File: src/common/kfw_pkg.sv
package kfw_pkg;
  // register byte addresses on the avalon slave (word aligned)
  localparam logic [3:0] KFW_ADDR_CTRL = 4'h0;
  localparam logic [3:0] KFW_ADDR_RELOAD = 4'h4;
  localparam logic [3:0] KFW_ADDR_KEY1 = 4'h8;
  localparam logic [3:0] KFW_ADDR_KEY2 = 4'hC;
  // feed keys
  localparam logic [7:0] KFW_KEY_FIRST = 8'hA5;
  localparam logic [7:0] KFW_KEY_SECOND = 8'h5A;
  // control register layout
  localparam int KFW_PRE_LSB = 5;
  localparam int KFW_RUN_BIT = 2;
  localparam int KFW_TOF_BIT = 1;
  localparam logic [7:0] KFW_CTRL_RST = 8'hE4;
  localparam logic [7:0] KFW_CTRL_WDRST = 8'hE6;
  localparam logic [7:0] KFW_CTRL_WMASK = 8'hE4;
  localparam logic [7:0] KFW_RELOAD_RST = 8'h00;
  // prescaler geometry
  localparam int KFW_PRE_W = 13;
  localparam int KFW_CNT_W = 8;
  localparam int KFW_TAP_BASE = 4;
  localparam logic [2:0] KFW_PRE_MAX = 3'h7;
  // timer tick divisor from oscillator
  localparam int KFW_TICK_DIV = 4;
  localparam logic [1:0] KFW_TICK_LAST = 2'h3;
endpackage : kfw_pkg

File: src/logic/kfw_tick_gen.sv
`timescale 1ns/1ps
`default_nettype none
// shared timer tick: one pulse every KFW_TICK_DIV clocks
module kfw_tick_gen
  import kfw_pkg::*;
(
  input wire logic ref_clk_i,
  input wire logic arst_n_i,
  output logic tick_o
);
  logic [1:0] div_q;
  wire last_w = (div_q == KFW_TICK_LAST);

  always_ff @(posedge ref_clk_i or negedge arst_n_i)
  begin
    if (!arst_n_i)
    begin
      div_q <= 2'h0;
      tick_o <= 1'b0;
    end
    else
    begin
      div_q <= div_q + 2'h1;
      tick_o <= last_w;
    end
  end
endmodule : kfw_tick_gen
`default_nettype wire

File: src/logic/kfw_watchdog.sv
// Summary of operation
// - watchdog runs after every reset
// - 13-bit prescaler feeding 8-bit down-counter
// - prescaler advanced by shared timer tick
// - counter decrements on upper prescaler tap
// - select code picks divisor 32 to 4096
// - decrement at zero: underflow reset, reload
// - any reload value; autoload clears prescaler
// - timeout is tick times divisor times W+1
// - counter only loadable through feed, a watchdog reset autoload or external reset (00)
// - feed is A5 then 5A as next access
// - bad second key gives immediate reset
// - other access between keys gives reset
// - control writes pend until valid feed
// - stop: write zero control, then feed
// - reset state gives running 4x4096 timeout
// - external reset initialises run, reload, prescaler
// - underflow at external reset leaves flag clear
// - control resets E6 after watchdog, else E4
//
// Our own choices: the Avalon-MM register port and the register offsets.
`timescale 1ns/1ps
`default_nettype none
module kfw_watchdog
  import kfw_pkg::*;
#(
  parameter int PRE_W = KFW_PRE_W,
  parameter int CNT_W = KFW_CNT_W
)
(
  input wire logic ref_clk_i,
  input wire logic arst_n_i,
  input wire logic [3:0] avs_address_i,
  input wire logic avs_read_i,
  input wire logic avs_write_i,
  input wire logic [31:0] avs_writedata_i,
  input wire logic [3:0] avs_byteenable_i,
  output logic [31:0] avs_readdata_o,
  output logic avs_waitrequest_o,
  output logic wdt_reset_o
);
  // one-hot so that a flipped state bit decodes as illegal
  typedef enum logic [1:0]
  {
    KFW_FEED_IDLE = 2'h1,
    KFW_FEED_ARMED = 2'h2
  } kfw_feed_t;

  logic tick_w;
  logic [PRE_W-1:0] pre_q;
  logic [CNT_W-1:0] cnt_q;
  logic [7:0] reload_q;
  logic [7:0] ctrl_pend_q;
  logic [2:0] pre_sel_q;
  logic run_q;
  logic tof_q;
  kfw_feed_t feed_q;
  kfw_feed_t feed_d;
  logic tap_prev_q;
  logic ack_q;
  logic waitreq_q;
  logic wdt_reset_q;
  logic [31:0] rdata_q;

  // same tick that clocks the general timers
  kfw_tick_gen u_tick (
    .ref_clk_i(ref_clk_i),
    .arst_n_i(arst_n_i),
    .tick_o(tick_w)
  );

  // one wait state: access accepted on the edge where ack_q is high
  wire req_w = (avs_read_i | avs_write_i) & ~ack_q;
  wire acc_w = (avs_read_i | avs_write_i) & ack_q;
  wire wr_w = avs_write_i & ack_q & avs_byteenable_i[0];
  wire [7:0] wbyte_w = avs_writedata_i[7:0];
  wire hit_ctrl_w = (avs_address_i == KFW_ADDR_CTRL);
  wire hit_reload_w = (avs_address_i == KFW_ADDR_RELOAD);
  wire hit_key1_w = (avs_address_i == KFW_ADDR_KEY1);
  wire hit_key2_w = (avs_address_i == KFW_ADDR_KEY2);
  wire key1_good_w = wr_w & hit_key1_w & (wbyte_w == KFW_KEY_FIRST);
  wire key2_wr_w = wr_w & hit_key2_w;
  wire key1_ok_w = (feed_q == KFW_FEED_ARMED);
  // second key must be the very next access
  wire feed_w = key1_ok_w & key2_wr_w & (wbyte_w == KFW_KEY_SECOND);
  // any other access while armed is fatal
  wire key_fail_w = key1_ok_w & acc_w & ~feed_w;

  // tap bit KFW_TAP_BASE+sel gives divisor 32 << sel
  wire [3:0] tap_idx_w = 4'(KFW_TAP_BASE) + {1'b0, pre_sel_q};
  wire tap_w = pre_q[tap_idx_w];
  wire dec_w = run_q & tap_prev_q & ~tap_w;
  wire underflow_w = dec_w & (cnt_q == '0);
  wire fire_w = underflow_w | key_fail_w;
  // every watchdog reset also autoloads the counter
  wire autoload_w = feed_w | fire_w;

  wire [7:0] ctrl_rd_w = {pre_sel_q, 2'h0, run_q, tof_q, 1'b0};
  wire [7:0] rd_mux_w =
    hit_ctrl_w ? ctrl_rd_w :
    hit_reload_w ? reload_q : 8'h00;

  // prescaler counts ticks only while running
  wire [PRE_W-1:0] pre_inc_w = pre_q + 1'b1;
  wire [PRE_W-1:0] pre_d =
    autoload_w ? '0 :
    (run_q & tick_w) ? pre_inc_w : pre_q;

  // the reload register is the only source of a new count
  wire [CNT_W-1:0] cnt_dec_w = cnt_q - 1'b1;
  wire [CNT_W-1:0] cnt_d =
    autoload_w ? CNT_W'(reload_q) :
    dec_w ? cnt_dec_w : cnt_q;

  // edge detector freezes with the prescaler, no false edge
  wire tap_prev_d =
    autoload_w ? 1'b0 :
    run_q ? tap_w : tap_prev_q;

  // control writes only park in the pending copy
  wire ctrl_wr_w = wr_w & hit_ctrl_w;
  wire reload_wr_w = wr_w & hit_reload_w;
  wire [7:0] ctrl_pend_d =
    fire_w ? KFW_CTRL_RST :
    ctrl_wr_w ? (wbyte_w & KFW_CTRL_WMASK) : ctrl_pend_q;
  // any byte is a legal reload value
  wire [7:0] reload_d = reload_wr_w ? wbyte_w : reload_q;

  // a watchdog reset restores run and the largest divisor
  // otherwise the pending control applies only on a feed
  wire run_d =
    fire_w ? 1'b1 :
    feed_w ? ctrl_pend_q[KFW_RUN_BIT] : run_q;
  wire [2:0] pre_sel_d =
    fire_w ? KFW_PRE_MAX :
    feed_w ? ctrl_pend_q[KFW_PRE_LSB +: 3] : pre_sel_q;

  // sticky: software cannot clear it, only an external reset
  wire tof_d = tof_q | fire_w;
  wire [31:0] rdata_d =
    (req_w & avs_read_i) ? {24'h0, rd_mux_w} : rdata_q;

  // arm on a correct first key; the next access disarms
  always_comb
  begin
    feed_d = feed_q;
    unique case (feed_q)
      KFW_FEED_IDLE:
      begin
        if (key1_good_w & ~fire_w)
          feed_d = KFW_FEED_ARMED;
      end
      KFW_FEED_ARMED:
      begin
        if (acc_w | fire_w)
          feed_d = KFW_FEED_IDLE;
      end
      default:
        feed_d = KFW_FEED_IDLE;
    endcase
  end

  always_ff @(posedge ref_clk_i or negedge arst_n_i)
  begin
    if (!arst_n_i)
    begin
      pre_q <= '0;
    end
    else
    begin
      pre_q <= pre_d; // cleared on autoload
    end
  end

  always_ff @(posedge ref_clk_i or negedge arst_n_i)
  begin
    if (!arst_n_i)
    begin
      cnt_q <= CNT_W'(KFW_RELOAD_RST); // autoload of 00
    end
    else
    begin
      cnt_q <= cnt_d;
    end
  end

  always_ff @(posedge ref_clk_i or negedge arst_n_i)
  begin
    if (!arst_n_i)
    begin
      tap_prev_q <= 1'b0;
    end
    else
    begin
      tap_prev_q <= tap_prev_d;
    end
  end

  always_ff @(posedge ref_clk_i or negedge arst_n_i)
  begin
    if (!arst_n_i)
    begin
      reload_q <= KFW_RELOAD_RST;
    end
    else
    begin
      reload_q <= reload_d;
    end
  end

  always_ff @(posedge ref_clk_i or negedge arst_n_i)
  begin
    if (!arst_n_i)
    begin
      ctrl_pend_q <= KFW_CTRL_RST;
    end
    else
    begin
      ctrl_pend_q <= ctrl_pend_d;
    end
  end

  always_ff @(posedge ref_clk_i or negedge arst_n_i)
  begin
    if (!arst_n_i)
    begin
      pre_sel_q <= KFW_PRE_MAX;
    end
    else
    begin
      pre_sel_q <= pre_sel_d;
    end
  end

  always_ff @(posedge ref_clk_i or negedge arst_n_i)
  begin
    if (!arst_n_i)
    begin
      run_q <= 1'b1;
    end
    else
    begin
      run_q <= run_d;
    end
  end

  always_ff @(posedge ref_clk_i or negedge arst_n_i)
  begin
    if (!arst_n_i)
    begin
      tof_q <= 1'b0; // reset beats a coincident underflow
    end
    else
    begin
      tof_q <= tof_d;
    end
  end

  always_ff @(posedge ref_clk_i or negedge arst_n_i)
  begin
    if (!arst_n_i)
    begin
      feed_q <= KFW_FEED_IDLE;
    end
    else
    begin
      feed_q <= feed_d;
    end
  end

  always_ff @(posedge ref_clk_i or negedge arst_n_i)
  begin
    if (!arst_n_i)
    begin
      ack_q <= 1'b0;
    end
    else
    begin
      ack_q <= req_w;
    end
  end

  // own flop so the output needs no inverter after the register
  always_ff @(posedge ref_clk_i or negedge arst_n_i)
  begin
    if (!arst_n_i)
    begin
      waitreq_q <= 1'b1;
    end
    else
    begin
      waitreq_q <= ~req_w;
    end
  end

  always_ff @(posedge ref_clk_i or negedge arst_n_i)
  begin
    if (!arst_n_i)
    begin
      rdata_q <= '0;
    end
    else
    begin
      rdata_q <= rdata_d;
    end
  end

  always_ff @(posedge ref_clk_i or negedge arst_n_i)
  begin
    if (!arst_n_i)
    begin
      wdt_reset_q <= 1'b0;
    end
    else
    begin
      wdt_reset_q <= fire_w;
    end
  end

  assign avs_waitrequest_o = waitreq_q;
  assign avs_readdata_o = rdata_q;
  assign wdt_reset_o = wdt_reset_q;
endmodule : kfw_watchdog
`default_nettype wire

File: config.mk
export PLATFORM = sky130hd
export DESIGN_NAME = kfw_watchdog
export DESIGN_NICKNAME = d
export VERILOG_FILES = /design/src/common/kfw_pkg.sv /design/src/logic/kfw_tick_gen.sv /design/src/logic/kfw_watchdog.sv
export SDC_FILE = /design/constraint.sdc
export NUM_CORES = 1
export LEC_CHECK = 0
export ABC_AREA = 1
export BUFFER_PORTS_ARGS = -buffer_cell sky130_fd_sc_hd__buf_4
export CORE_MARGIN = 4
export CORE_UTILIZATION = 57
export DETAILED_ROUTE_END_ITERATION = 12
export PLACE_DENSITY = 0.95
export SLEW_MARGIN = 20
export SYNTH_ARGS = -nofsm -noshare
export SYNTH_HDL_FRONTEND = slang
export SYNTH_SLANG_ARGS = --single-unit
File: constraint.sdc
create_clock -name ref_clk_i -period 2.3 [get_ports ref_clk_i]
set_input_delay 0.115 -clock ref_clk_i [delete_from_list [all_inputs] [get_ports ref_clk_i]]
set_output_delay 0.115 -clock ref_clk_i [all_outputs]
set_load 0.02 [all_outputs]
==> impl_metrics.env <==
export IMPL_status="finished, final reports clean"
export IMPL_worstPathCellList="nand2_1, nand3_1, nand3_2, nand4_4, nand3_4, nor2_4, nand2_1, nand2_1"
export IMPL_register_area_sq_um=1360
export IMPL_path_buf_inv=0
export IMPL_place_congestion=0.872
export IMPL_cp_required_ns=2.55
export IMPL_ant_nets=0
export IMPL_power_w=0.00176
export IMPL_synth_area_per_cell_sq_um=8.21
export IMPL_wire_per_inst_um=12.3
export IMPL_hold_path_depth=3
export IMPL_die_h_um=80.0
export IMPL_hold_viol=0
export IMPL_drt_iter0_markers=191
export IMPL_clock_latency_ns=0.31
export IMPL_dp_hpwl_um=4110
export IMPL_relSlewSlack_pct=56.3
export IMPL_cpPeakStageDelay_ns=0.59
export IMPL_multi_input_area_sq_um=1290
export IMPL_period_minus_slack_ns=1.95
export IMPL_firstDrtPassIters=5
export IMPL_num_io_pins=78
export IMPL_areaGrowthSynthToFinish_pct=8.51
export IMPL_min_path_type="primary input to register"
export IMPL_path_clk_slew_ns=0.10
export IMPL_critPathMaxFanout=35
export IMPL_cts_root_buf="clkbuf_8"
export IMPL_setup_viol_count_final=0
export IMPL_nFillCells=401
export IMPL_irDropWorstVdd_v=0.000477
export IMPL_ys_types=34
export IMPL_syn_area_sq_um=2960
export IMPL_placementRows=25
export IMPL_vias=2356
export IMPL_cp_start_kind="register"
export IMPL_cts_htree_levels=2
export IMPL_reg2reg_depth=8
export IMPL_tightest_slew_ns=0.655
export IMPL_critical_path_class="register to register"
export IMPL_async_reset_ff_share_pct=100
export IMPL_yosysWarnings=0
export IMPL_synth_edff_count=0
export IMPL_antenna_cells=0
export IMPL_drc=0
export IMPL_grt_pass1_wl_um=10000
export IMPL_ys_top_cells_by_count="nand2_1 (83), dfrtp_1 (44), inv_1 (43)"
export IMPL_ys_flop_type="dfrtp_1"
export IMPL_clockBufferDepth=2
export IMPL_max_clock_freq_mhz=513
export IMPL_post_route_period_util_pct=84.7
export IMPL_grt_max_degree=55
export IMPL_num_nets_final=436
export IMPL_antenna_found_initial=0
export IMPL_rsz0062_at_grt="no"
export IMPL_cpMostUsedCell="nand2_1"
export IMPL_p_leak_nw=1.58
export IMPL_maxCapViolCount=0
export IMPL_core_sq_um=4880
export IMPL_synth_seq_cells=54
export IMPL_cts_inserted_buffers=5
export IMPL_track_usage_pct=19.7
export IMPL_placement_io_buffers=26
export IMPL_yosysMostFrequentCell="nand2_1"
export IMPL_tns_ns=0
export IMPL_grt_pass1_vias=2311
export IMPL_dieArea_sq_um=6400
export IMPL_syn_inst=360
export IMPL_cts_setup_buffers=0
export IMPL_drv_slew=0
export IMPL_crit_path_top_delay_cell="dfstp_2"
export IMPL_drive_gt1_share_pct=19.0
export IMPL_drt_wl_total_um=5640
export IMPL_cts_tree="yes"
export IMPL_cp_top_family="simple AND/OR/NAND/NOR gates"
export IMPL_synth_area_leader_cell="dfrtp_1"
export IMPL_worstPathArrival_ns=2.20
export IMPL_die_x_um=80.0
export IMPL_path_depth=8
export IMPL_cts_sinks=54
export IMPL_netlist_area_leader_share_pct=37.3
export IMPL_overflow=0
export IMPL_skew_ns=0.0104
export IMPL_power_density_nw_per_um2=548
export IMPL_viasPerCell=5.16
export IMPL_endpoint_kind="register"
export IMPL_synth_seq_area_share_pct=46.1
export IMPL_ys_top_cells_by_area="dfrtp_1 (37%), nand2_1 (11%), dfstp_2 (8.9%)"
export IMPL_start_util_pct=60.6
==> flip-flops by register name, summed over array words and instances (netlist names), 2 cells and up <==
register / count
pre_sel_q: 3
pre_q: 12
avs_readdata_o: 8
u_tick.div_q: 2
ctrl_pend_q: 4
feed_q: 2
cnt_q: 8
reload_q: 8
==> routing by layer <==
layer / wire length, um / part of all wire (%) / track usage, %
met1: 2430 / 43 / 25.5
met2: 2780 / 49 / 32.4
met3: 333 / 5.9 / 4.51
met4: 98 / 1.7 / 6.76
met5: 0 / 0 / 0
==> placed cells by master (no fill, tap or decap), drive strengths merged <==
master       netlist  final
a21o               1      1
a21oi             12     12
buf               28     26
clkbuf             0      6
clkinvlp           0      1
conb               1     24
dfrtp             44     44
dfstp             10     10
dlygate4sd3        0      1
ha                 3      3
inv               47     48
nand2             86     86
nand3             26     26
nand4              8      8
nor2              44     44
nor3               8      8
nor3b              4      4
nor4               1      1
o211ai             4      4
o21ai             23     23
o22ai              2      2
or2                2      2
xnor2              3      3
xor2               3      3
==> path summary, 6_finish.rpt <==
kind                                     from              end  slack [ns]
min                        avs_writedata_i[6]   ctrl_pend_q[6]        0.07
max                              pre_sel_q[0]         cnt_q[7]        0.35
max reg2reg                      pre_sel_q[0]         cnt_q[7]        0.35
min reg2reg                   u_tick.div_q[0]  u_tick.div_q[0]        0.43
min in group asynchronous            arst_n_i  u_tick.div_q[0]        0.37
max in group asynchronous            arst_n_i         pre_q[7]        1.48
==> where the power goes <==
part	total [W]	switching (W)	internal [W]
clock network	0.000526	0.000307	0.000219
registers	0.00103	0.0000237	0.00101
logic	0.000202	0.000140	0.0000626
total	0.00176	0.000470	0.00129
==> tightest hold or removal path, stage by stage <==
cell,delay [ns]
buf_4,0.13
nand2_1,0.06
nand3_1,0.07
==> kinds of logic (layout without fill, tap and decap cells) <==
| family | after synthesis | in the layout | synth area share, % |
|---|---|---|---|
| AND/OR/NAND/NOR | 179 | 179 | 29.6 |
| buffers and inverters | 75 | 82 | 13.2 |
| flip-flops | 54 | 54 | 46.1 |
| AO/OA/AOI/OAI | 42 | 42 | 7.87 |
| XOR/XNOR | 6 | 6 | 1.78 |
| adder cells (fa/ha/maj) | 3 | 3 | 1.27 |
| other | 1 | 24 | 0.127 |
==> through the flow <==
step	setup slack (ns)	area (sq um)	std cells	hold slack (ns)	util, %
5_1_grt	0.183	3210	457	0.0786	65.7
4_1_cts	0.346	3210	457	0.0625	65.7
3_5_place_dp	0.414	3110	448	0.188	63.7
2_1_floorplan	0.726	3040	383	-0.181	-
3_3_place_gp	0.444	3110	448	0.187	63.7
6_report	0.352	3210	457	0.0682	65.7
==> repair_timing <==
item,4_1_cts,5_1_grt
resized for setup,0,0
hold buffers,1,0
endpoints found under the hold margin,44,0
endpoints found under the setup margin,0,0
==> cell type report <==
cell class | count | share of cell area (%)
timing repair buffer | 27 | 6.40
sequential | 54 | 42.5
inverter | 47 | 5.50
multi-input combinational | 254 | 40.2
tap | 67 | 2.61
clock buffer | 6 | 2.26
clock inverter | 2 | 0.507
(Power assumes the default switching activity.)
